## config.mk

```make
export PLATFORM = sky130hd
export DESIGN_NAME = phy_poll_and_style_config
export DESIGN_NICKNAME = d
export VERILOG_FILES = /design/src/logic/phy_poll_and_style_config.v /design/src/logic/poll_dwell_timer.v
export VERILOG_INCLUDE_DIRS = /design/src /design/src/logic
export SDC_FILE = /design/constraint.sdc
export NUM_CORES = 1
export LEC_CHECK = 0
export BUFFER_PORTS_ARGS = -buffer_cell sky130_fd_sc_hd__buf_2
export CORE_ASPECT_RATIO = 1.75
export CORE_MARGIN = 2
export CORE_UTILIZATION = 48
export DETAILED_ROUTE_END_ITERATION = 12
export GPL_TIMING_DRIVEN = 1
export PLACE_DENSITY = 0.91
export SETUP_SLACK_MARGIN = 0.5
export SYNTH_ARGS = -nofsm -noshare
export SYNTH_HDL_FRONTEND = slang
export SYNTH_SLANG_ARGS = --single-unit
```

## constraint.sdc

```tcl
create_clock -name sys_clk_i -period 2.74 [get_ports sys_clk_i]
set_input_delay 0.548 -clock sys_clk_i [delete_from_list [all_inputs] [get_ports sys_clk_i]]
set_output_delay 0.548 -clock sys_clk_i [all_outputs]
set_load 0.03 [all_outputs]
```

## src/logic/phy_style_consts.vh

```
`ifndef PHY_STYLE_CONSTS_VH
`define PHY_STYLE_CONSTS_VH

// ****************************************************************
// register byte offsets
// ****************************************************************
`define OFS_PHY_CTRL        12'h068
`define OFS_STYLE_CTRL      12'h074
`define OFS_PHY_SETUP       12'h080
`define OFS_POLL_STATUS     12'h084

// ****************************************************************
// field positions
// ****************************************************************
`define FORCE_FAST_BIT      3
`define DWELL_MSB           2
`define DWELL_LSB           0
`define STYLE_MSB           7
`define STYLE_LSB           0

// ****************************************************************
// reset values
// ****************************************************************
`define FORCE_FAST_RST      1'b0
`define DWELL_RST           3'h0
`define STYLE_RST           8'h00

// ****************************************************************
// style codes
// ****************************************************************
`define STYLE_16BIT         8'h00
`define STYLE_32BIT         8'h02
`define STYLE_32BIT_BURST   8'h03
`define STYLE_VLAN          8'h04
`define STYLE_ADDR64        8'h05

// ****************************************************************
// dwell codes and timing
// ****************************************************************
`define DWELL_CONT          3'h0
`define DWELL_LAST          3'h5
`define DWELL_BASE_CYCLES   64
`define SYS_CLK_HZ          40000000
`define MDC_HZ              2500000
`define MDC_DIV             (`SYS_CLK_HZ / `MDC_HZ)

`endif

```

## src/logic/phy_poll_and_style_config.v

```verilog
// Design decision made here: the APB interface to the registers.
`timescale 1ns/1ps
`include "phy_style_consts.vh"


module phy_poll_and_style_config (
  input  wire        sys_clk_i,
  input  wire        sys_rst_i,
  input  wire        psel_i,
  input  wire        penable_i,
  input  wire        pwrite_i,
  input  wire [11:0] paddr_i,
  input  wire [31:0] pwdata_i,
  input  wire [3:0]  pstrb_i,
  output reg  [31:0] prdata_o,
  output reg         pready_o,
  output reg         pslverr_o,
  input  wire        port_scan_i,
  input  wire        auto_neg_en_i,
  input  wire        poll_en_i,
  input  wire        mgmt_done_i,
  output reg         mgmt_start_o,
  output reg         mgmt_speed_frame_o,
  output reg         mgmt_speed_fast_o,
  output reg         mdc_tick_o,
  input  wire        eeprom_start_i,
  input  wire        eeprom_fail_i,
  input  wire        eeprom_load_i,
  input  wire [7:0]  eeprom_style_i,
  output reg  [7:0]  descriptor_layout_select_o,
  output reg         wide_structure_flag_o,
  output reg         burst_desc_en_o,
  output reg         vlan_en_o,
  output reg         addr64_desc_o,
  output reg         style_reserved_o
);

  // ****************************************************************
  // states
  // ****************************************************************
  localparam ST_IDLE  = 3'b001;
  localparam ST_SPEED = 3'b010;
  localparam ST_POLL  = 3'b100;

  localparam [31:0] MDC_DIV_FULL = `MDC_DIV - 1;
  localparam [4:0]  MDC_DIV_M1   = MDC_DIV_FULL[4:0];

  reg        force_fast_r;
  reg  [2:0] poll_dwell_select_r;
  reg  [7:0] style_r;
  reg  [2:0] state_r;
  reg  [2:0] state_nxt;
  reg        speed_pend_r;
  reg        force_cond_q_r;
  reg  [4:0] mdc_cnt_r;
  reg  [31:0] rdata_nxt;
  reg        hit;

  wire       setup_ph = psel_i & ~penable_i;
  wire       wr_en    = psel_i & penable_i & pwrite_i & pready_o
                        & ~pslverr_o & pstrb_i[0];
  wire       force_cond;
  wire       poll_due;
  wire       start_speed;
  wire       start_poll;
  wire       mdc_tick = (mdc_cnt_r == MDC_DIV_M1);

  // ****************************************************************
  // apb slave: decode in setup, answer in first access cycle
  // ****************************************************************
  always @* begin
    hit       = 1'b1;
    rdata_nxt = 32'h0000_0000;
    case (paddr_i)
      `OFS_PHY_CTRL: begin
        rdata_nxt[`FORCE_FAST_BIT] = force_fast_r;
        rdata_nxt[`DWELL_MSB:`DWELL_LSB] = poll_dwell_select_r;
      end
      `OFS_PHY_SETUP: begin
        rdata_nxt[`FORCE_FAST_BIT] = force_fast_r;
      end
      `OFS_STYLE_CTRL: begin
        // upper bits read zero to keep software portable
        rdata_nxt[`STYLE_MSB:`STYLE_LSB] = style_r;
      end
      `OFS_POLL_STATUS: begin
        rdata_nxt[2:0] = state_r;
        rdata_nxt[3]   = speed_pend_r;
        rdata_nxt[4]   = force_cond;
      end
      default: begin
        hit = 1'b0;
      end
    endcase
  end

  always @(posedge sys_clk_i) begin
    if (sys_rst_i) begin
      pready_o  <= 1'b0;
      pslverr_o <= 1'b0;
      prdata_o  <= 32'h0000_0000;
    end else begin
      pready_o  <= setup_ph;
      pslverr_o <= setup_ph & ~hit;
      if (setup_ph && !pwrite_i && hit) begin
        prdata_o <= rdata_nxt;
      end else if (setup_ph) begin
        prdata_o <= 32'h0000_0000;
      end
    end
  end

  // ****************************************************************
  // phy control fields
  // ****************************************************************
  always @(posedge sys_clk_i) begin
    if (sys_rst_i) begin
      force_fast_r        <= `FORCE_FAST_RST;
      poll_dwell_select_r <= `DWELL_RST;
    end else if (wr_en) begin
      if (paddr_i == `OFS_PHY_CTRL) begin
        force_fast_r        <= pwdata_i[`FORCE_FAST_BIT];
        poll_dwell_select_r <= pwdata_i[`DWELL_MSB:`DWELL_LSB];
      end else if (paddr_i == `OFS_PHY_SETUP) begin
        force_fast_r        <= pwdata_i[`FORCE_FAST_BIT];
      end
    end
  end

  // ****************************************************************
  // style register
  // ****************************************************************
  // eeprom events beat a software write landing in the same cycle
  always @(posedge sys_clk_i) begin
    if (sys_rst_i) begin
      style_r <= `STYLE_RST;
    end else if (eeprom_start_i || eeprom_fail_i) begin
      style_r <= `STYLE_RST;
    end else if (eeprom_load_i) begin
      style_r <= eeprom_style_i;
    end else if (wr_en && paddr_i == `OFS_STYLE_CTRL) begin
      style_r <= pwdata_i[`STYLE_MSB:`STYLE_LSB];
    end
  end

  // only layout outputs follow the style; phy logic never reads it
  always @(posedge sys_clk_i) begin
    if (sys_rst_i) begin
      descriptor_layout_select_o <= `STYLE_RST;
      wide_structure_flag_o      <= 1'b0;
      burst_desc_en_o            <= 1'b0;
      vlan_en_o                  <= 1'b0;
      addr64_desc_o              <= 1'b0;
      style_reserved_o           <= 1'b0;
    end else begin
      descriptor_layout_select_o <= style_r;
      wide_structure_flag_o      <= (style_r != `STYLE_16BIT);
      burst_desc_en_o  <= (style_r == `STYLE_32BIT_BURST) ||
                          (style_r == `STYLE_VLAN) ||
                          (style_r == `STYLE_ADDR64);
      vlan_en_o        <= (style_r == `STYLE_VLAN);
      addr64_desc_o    <= (style_r == `STYLE_ADDR64);
      style_reserved_o <= (style_r != `STYLE_16BIT) &&
                          (style_r < `STYLE_32BIT ||
                           style_r > `STYLE_ADDR64);
    end
  end

  // ****************************************************************
  // management clock enable
  // ****************************************************************
  always @(posedge sys_clk_i) begin
    if (sys_rst_i || mdc_tick) begin
      mdc_cnt_r <= 5'h00;
    end else begin
      mdc_cnt_r <= mdc_cnt_r + 5'h01;
    end
  end

  always @(posedge sys_clk_i) begin
    if (sys_rst_i) begin
      mdc_tick_o <= 1'b0;
    end else begin
      mdc_tick_o <= mdc_tick;
    end
  end

  // ****************************************************************
  // forced speed request
  // ****************************************************************
  assign force_cond = force_fast_r & ~auto_neg_en_i & port_scan_i;

  // a rewrite of the bit while scanning re-arms the frame
  always @(posedge sys_clk_i) begin
    if (sys_rst_i) begin
      force_cond_q_r <= 1'b0;
      speed_pend_r   <= 1'b0;
    end else begin
      force_cond_q_r <= force_cond;
      if ((force_cond && !force_cond_q_r) ||
          (force_cond && wr_en && pwdata_i[`FORCE_FAST_BIT] &&
           (paddr_i == `OFS_PHY_CTRL || paddr_i == `OFS_PHY_SETUP))) begin
        speed_pend_r <= 1'b1;
      end else if (!port_scan_i || start_speed) begin
        speed_pend_r <= 1'b0;
      end
    end
  end

  // ****************************************************************
  // frame sequencer: speed frame has priority over polling
  // ****************************************************************
  assign start_speed = (state_r == ST_IDLE) & speed_pend_r & port_scan_i;
  assign start_poll  = (state_r == ST_IDLE) & ~start_speed &
                       poll_en_i & poll_due;

  always @* begin
    state_nxt = state_r;
    case (state_r)
      ST_IDLE: begin
        if (start_speed) begin
          state_nxt = ST_SPEED;
        end else if (start_poll) begin
          state_nxt = ST_POLL;
        end
      end
      ST_SPEED: begin
        if (mgmt_done_i) begin
          state_nxt = ST_IDLE;
        end
      end
      ST_POLL: begin
        if (mgmt_done_i) begin
          state_nxt = ST_IDLE;
        end
      end
      default: begin
        state_nxt = ST_IDLE;
      end
    endcase
  end

  always @(posedge sys_clk_i) begin
    if (sys_rst_i) begin
      state_r            <= ST_IDLE;
      mgmt_start_o       <= 1'b0;
      mgmt_speed_frame_o <= 1'b0;
      mgmt_speed_fast_o  <= 1'b0;
    end else begin
      state_r      <= state_nxt;
      mgmt_start_o <= start_speed | start_poll;
      if (start_speed) begin
        mgmt_speed_frame_o <= 1'b1;
        mgmt_speed_fast_o  <= 1'b1;
      end else if (start_poll) begin
        mgmt_speed_frame_o <= 1'b0;
        mgmt_speed_fast_o  <= 1'b0;
      end
    end
  end

  // interval is measured start to start, so a slow frame eats dwell
  poll_dwell_timer #(
    .CW (11)
  ) u_dwell (
    .sys_clk_i (sys_clk_i),
    .sys_rst_i (sys_rst_i),
    .restart_i (start_poll),
    .tick_i    (mdc_tick),
    .code_i    (poll_dwell_select_r),
    .due_o     (poll_due)
  );

endmodule

```

## src/logic/poll_dwell_timer.v

```verilog
`timescale 1ns/1ps
`include "phy_style_consts.vh"

// ****************************************************************
// dwell timer: counts management clock ticks since last poll start
// ****************************************************************
module poll_dwell_timer #(
  parameter CW = 11
) (
  input  wire       sys_clk_i,
  input  wire       sys_rst_i,
  input  wire       restart_i,
  input  wire       tick_i,
  input  wire [2:0] code_i,
  output wire       due_o
);

  reg  [CW-1:0] cnt_r;
  localparam [31:0] BASE_FULL = `DWELL_BASE_CYCLES;

  reg  [CW-1:0] limit;
  wire [CW-1:0] base = BASE_FULL[CW-1:0];

  // reserved codes fall back to continuous polling
  always @* begin
    if (code_i == `DWELL_CONT || code_i > `DWELL_LAST) begin
      limit = {CW{1'b0}};
    end else begin
      limit = base << (code_i - 3'h1);
    end
  end

  // counter saturates so a long frame never wraps the interval
  always @(posedge sys_clk_i) begin
    if (sys_rst_i || restart_i) begin
      cnt_r <= {CW{1'b0}};
    end else if (tick_i && cnt_r != {CW{1'b1}}) begin
      cnt_r <= cnt_r + {{(CW-1){1'b0}}, 1'b1};
    end
  end

  assign due_o = (limit == {CW{1'b0}}) || (cnt_r >= limit);

endmodule

```

* After elaboration in Yosys (flattened, before gate mapping)
Cells that the tools add are included.
** Word-level totals
- Output and inout port bits :: 51
- Register bits :: 59
** Cells by class
- Mux-type cells :: 20
- Eq/ne operators :: 14
- Bitwise gates (word level) :: 20
- Order comparisons :: 4
- Add/sub/neg operators :: 3
- Reductions and logical operators :: 38
- Shift operators :: 1
** Operators by type and width (count)
- 2-to-1 mux 8 bit :: 4
- == test 12 x 7 -> 1 bit (second input constant) :: 2
- == test 12 x 8 -> 1 bit (second input constant) :: 2
- == test 8 x 3 -> 1 bit (second input constant) :: 2
- AND 1 bit :: 14
- 2-to-1 mux 3 bit :: 4
- adder 11 x 1 -> 11 bit (second input constant) :: 1
- >= comparator 11 bit :: 1
- logical NOT 11 bit :: 1
- logical OR 1 bit :: 11
- 2-to-1 mux 11 bit :: 1
- != test 11 bit (second input constant) :: 1
- left shift 7 x 3 -> 11 bit (first input constant) :: 1
- nonzero test 2 bit :: 5
- logical AND 1 bit :: 9
- one-hot mux 3 bit (3 select lines) :: 1
- == test 8 x 2 -> 1 bit (second input constant) :: 1
- greater-than comparator 8 x 3 -> 1 bit (second input constant) :: 1
- less-than comparator 8 x 2 -> 1 bit (second input constant) :: 1
- nonzero test 8 bit :: 1
- 2-to-1 mux 1 bit :: 7
- one-hot mux 3 bit (2 select lines) :: 1
- AND reduction 2 bit :: 3
- OR reduction 2 bit :: 3
- 16 further kinds :: 22

* Depth between registers and ports, before layout
- Depth after elaboration :: 10
- Mapped depth :: 12
- Mapped depth without buffers :: 10

* Modules after synthesis
Synthesis repeated with hierarchy kept, for this count alone.
** Unflattened totals
- Cell total of the unflattened synthesis :: 334
- Area total of the unflattened synthesis :: 2954.1 µm²
** By module, submodules not included
- phy_poll_and_style_config :: area each 2253.4 µm², sequential area each 960.9 µm², times used 1, cells each 251
- poll_dwell_timer :: area each 700.7 µm², sequential area each 220.2 µm², times used 1, cells each 83

* Least setup slack after synthesis
OpenSTA, ideal clock, no wires.
- Path kind :: register to register
- Start point :: register poll_dwell_select_r[0]
- End point :: register u_dwell.cnt_r[3]
- Data arrival time :: 2.450 ns
- Required time :: 2.675 ns
- Buffers on the path :: 2
- Clock period less this slack :: 2.516 ns
- Library setup time :: 0.065 ns
- Cell stages (with the launch flop) :: 12
- Setup slack :: 0.224 ns
- Cell sequence :: dfxtp_1 > buf_2 > nor2_1 > ha_1 > or3b_2 > ha_1 > o211ai_1 > a21oi_1 > o31ai_2 > o21bai_1 > buf_2 > nor2_1
** Between the ends
- Longest elaborated chain between the ends :: 7
- Elaborated cells on any way between the ends :: 11
** RTL lines
- from (decl) :: RTL line phy_poll_and_style_config.v:49 : reg [2:0] poll_dwell_select_r;
- from (signal assigned) :: RTL line phy_poll_and_style_config.v:119 : poll_dwell_select_r <= `DWELL_RST;
- from (signal assigned) :: RTL line phy_poll_and_style_config.v:123 : poll_dwell_select_r <= pwdata_i[`DWELL_MSB:`DWELL_LSB];
- subtractor 3 x 1 -> 3 bit (tied with other cells) :: RTL line poll_dwell_timer.v:29 : limit = base << (code_i - 3'h1);
- left shift 7 x 3 -> 11 bit or logical OR 1 bit (tied branches)
- 2-to-1 mux 11 bit * :: RTL line poll_dwell_timer.v:26 : if (code_i == `DWELL_CONT || code_i > `DWELL_LAST) begin
- >= comparator 11 bit or logical NOT 11 bit (tied branches) :: RTL line poll_dwell_timer.v:42 : assign due_o = (limit == {CW{1'b0}}) || (cnt_r >= limit);
- logical OR 1 bit * :: RTL line poll_dwell_timer.v:42
- AND 1 bit * :: RTL line phy_poll_and_style_config.v:215 : poll_en_i & poll_due;
- logical OR 1 bit * :: RTL line poll_dwell_timer.v:35 : if (sys_rst_i || restart_i) begin
- to (signal assigned) :: RTL line poll_dwell_timer.v:36 : cnt_r <= {CW{1'b0}};
- to (signal assigned) :: RTL line poll_dwell_timer.v:38 : cnt_r <= cnt_r + {{(CW-1){1'b0}}, 1'b1};
- to (decl) :: RTL line poll_dwell_timer.v:18 : reg [CW-1:0] cnt_r;
Mark *: on every way between the ends. The rest lies on a longest branch, timed or not.
A chain may end at the register's enable or synchronous reset.

* Worst setup path in the final report
- Start point :: register poll_dwell_select_r[2]
- End point :: register mgmt_speed_fast_o
** Between the ends
- Longest elaborated chain between the ends :: 7
- Elaborated cells on any way between the ends :: 11
** RTL lines
- subtractor 3 x 1 -> 3 bit (tied with other cells) :: RTL line poll_dwell_timer.v:29
- left shift 7 x 3 -> 11 bit or logical OR 1 bit (tied branches)
- 2-to-1 mux 11 bit * :: RTL line poll_dwell_timer.v:26
- >= comparator 11 bit or logical NOT 11 bit (tied branches) :: RTL line poll_dwell_timer.v:42
- logical OR 1 bit * :: RTL line poll_dwell_timer.v:42
- AND 1 bit * :: RTL line phy_poll_and_style_config.v:215
- nonzero test 2 bit (no line) *
- to (signal assigned) :: RTL line phy_poll_and_style_config.v:248 : mgmt_speed_fast_o <= 1'b0;
- to (signal assigned) :: RTL line phy_poll_and_style_config.v:254 : mgmt_speed_fast_o <= 1'b1;
- to (signal assigned) :: RTL line phy_poll_and_style_config.v:257 : mgmt_speed_fast_o <= 1'b0;
- to (decl) :: RTL line phy_poll_and_style_config.v:24 : output reg mgmt_speed_fast_o,
Marks and branches as above.

==> impl_metrics.toml <==
[run_status]
status = "complete, no violations"

[power]
peakVddDrop_mv = 0.3311
p_per_area_mw_per_mm2 = 543.5
power.leakage_nw = 1.466

[timing]
hold_viol_final = 0
maxSlewViolCount = 0
fin_skew_ps = 5.753
period_needed_ps = 2294
rsz0062_at_grt = "true"
worst_slew_pin_slew_ps = 681.0
relSlewSlack_pct = 54.43
layout_worst_path_cycle_share_pct = 83.72
fmax_mhz = 435.9
setup_viol = 0
setup_tns_ps = 0

[critical_path]
startpoint_type = "flop"
cp.required_ps = 3010
critical_path_class = "flop to flop"
crit_fanout = 7
critical_path_arrival_ps = 2570
endpoint_kind = "flop"

[final_layout]
final_core_util_pct = 61.28
nNetsFinal = 476
syn2layout_area_growth_pct = 23.79
final_cell_mix = "buf_2 (67), dfxtp_1 (56), nor2_1 (26)"
instances_no_fill = 481
finalInstanceArea_mm2 = 0.003575
layout-drive-gt1-share_pct = 30.77
fillerInstances = 501
layout_commonest_cell = "buf_2"
n_antenna_cell = 0

[global_route]
grt_use_met1_pct = 20.29
grt_max_degree = 22
grt-ovfl-total = 0
grt_use_met3_pct = 5.247
grtUsageTotal_pct = 20.79
grt_antenna_before_repair = 0
grt_pass1_wl_um = 10920
met2_usage_pct = 39.02
busiest_layer = "met2"
grt_pass1_vias = 2481

[logic_synthesis]
ys_async_sr_fraction_pct = 0
synthMuxAreaShare_pct = 3.813
syn_area_per_cell_um2 = 8.885
ys.flop_type = "dfxtp_1"
synth.yosys.warnings = 0
synthAdderAreaFrac_pct = 4.333
synth_top_family_by_area = "simple AND/OR/NAND/NOR gates"
synth_compound_area_share_pct = 13.99
synth_xor_xnor_area_share_pct = 3.033
synth_edf_count = 0
syn_area_mm2 = 0.002888
ys_ff_latch = 59
seq_area_frac_synth_pct = 40.90
synth-simple-area-share_pct = 24.91
ys_types = 55
synthCells = 325

[die]
start_util_pct = 49.51
die_area_mm2 = 0.006677
dieWidth_um = 62.63
coreArea_mm2 = 0.005833
io_pins = 119
dieHeight_um = 106.6
std_cell_rows = 37

[drt]
vias_per_cell = 5.289
drt_iter0_markers = 96
routed_wl_um = 6529
dr.pass1.iters = 4
final_antenna_net_count = 0
drc = 0
wl_per_cell_um = 13.57
via_count = 2544

[placed_design]
gp_congestion = 0.9312
dp_cells = 460
hpwl_um = 4866
port_buffers = 67
dpl-instance-area_mm2 = 0.003211

[clock_network]
htreeDepth = 3
numCtsBuffers = 9
cts_buffer_depth = 2
clock_sinks = 59
cts_tree = "yes"
worstSkewPairLatency_ps = 340
cts_root_buf = "clkbuf_8"
cts_hold_buf = 0
clk_pin_slew_ps = 70

[run]
cap_violations = 0

[min_path]
hold_class = "flop to flop"
-- worst paths after layout --
check,end,cells after the start,start,slack (ps)
setup / recovery,mgmt_speed_fast_o$_SDFFE_PP0P_,10,poll_dwell_select_r[2]$_SDFFE_PP0P_,450
hold / removal,prdata_o[4]$_SDFFE_PP0P_,2,prdata_o[4]$_SDFFE_PP0P_,470
setup reg to reg,mgmt_speed_fast_o$_SDFFE_PP0P_,10,poll_dwell_select_r[2]$_SDFFE_PP0P_,450
hold reg to reg,prdata_o[4]$_SDFFE_PP0P_,2,prdata_o[4]$_SDFFE_PP0P_,470
-- cell usage after synthesis (3+ instances only) --
cell | number | area share, %
a221oi_1 | 3 | 0.91
a21oi_1 | 24 | 4.2
nand4_1 | 3 | 0.65
dfxtp_1 | 59 | 41
ha_1 | 10 | 4.3
nor3b_1 | 4 | 1.0
mux2i_1 | 11 | 3.8
buf_4 | 26 | 6.8
buf_2 | 4 | 0.69
nor3_1 | 12 | 2.1
o21ai_0 | 14 | 2.4
and3_1 | 6 | 1.3
clkbuf_1 | 6 | 0.78
nor2_1 | 31 | 4.0
nand3b_1 | 4 | 1.0
nand2_1 | 23 | 3.0
xnor2_1 | 6 | 1.8
nand2b_1 | 3 | 0.65
xor2_1 | 4 | 1.2
inv_1 | 5 | 0.65
nor2b_1 | 14 | 3.0
nand3_1 | 11 | 1.9
a22o_1 | 6 | 1.8
-- per-layer routing --
layer	wire [um]	share of wire (%)
met3	324	5.0
met2	3600	55
met5	0	0
met4	241	3.7
met1	2362	36
-- repair_timing --
action,4_1_cts,5_1_grt
gates cloned,1,0
setup buffers,4,0
pin swaps,8,2
resized for setup,13,15
setup endpoints to repair,15,15
-- per-stage QoR --
| stage | power [W] | hold WS, ps | setup WS [ps] |
|---|---|---|---|
| 2_1_floorplan | 0.001042 | 433.1 | 426.3 |
| 3_3_place_gp | 0.001069 | 442.6 | 304.7 |
| 3_5_place_dp | 0.001073 | 455.4 | 223.8 |
| 4_1_cts | 0.001953 | 461.5 | 433.9 |
| 5_1_grt | 0.002015 | 472.5 | 353.2 |
| 6_report | 0.001943 | 471.0 | 446.1 |
-- where the power goes --
group / leakage, nW / internal [W] / total (W) / switching, W
sequential: 0.480 / 0.000871 / 0.000884 / 0.0000128
clock: 0.108 / 0.000536 / 0.000879 / 0.000343
combinational: 0.878 / 0.0000583 / 0.000180 / 0.000122
-- cell type report --
class / count / area (um^2) / share of cell area [%]
clock buffer: 10 / 137.6 / 3.850
clock inverter: 6 / 88.84 / 2.485
inverter: 5 / 18.77 / 0.5250
multi-input combinational: 248 / 1635 / 45.75
sequential: 59 / 1190 / 33.29
tap: 78 / 97.59 / 2.730
timing repair buffer: 75 / 406.6 / 11.38
-- worst max-delay path: stages, from the launching register on --
cell	delay, ps
dfxtp_2	440
ha_4	250
or3b_4	380
ha_4	220
o211ai_1	210
a21oi_2	100
o31ai_4	210
buf_4	150
buf_6	100
o21ai_1	50
a21oi_1	120
-- state kept, by name, summed over array words and instances, names as in the netlist, 3 cells and up --
register	flops
u_dwell.cnt_r	11
descriptor_layout_select_o	8
prdata_o	8
style_r	8
mdc_cnt_r	5
poll_dwell_select_r	3
state_r	3
-- cell families after synthesis --
| logic type | after synthesis |
|---|---|
| xor+xnor | 10 |
| fa+ha+maj | 10 |
| buf+inv | 41 |
| simple gates | 129 |
| other cells | 1 |
| compound gates | 64 |
| mux | 11 |
| flops | 59 |
No activity file was read; power rests on OpenSTA's default activity.
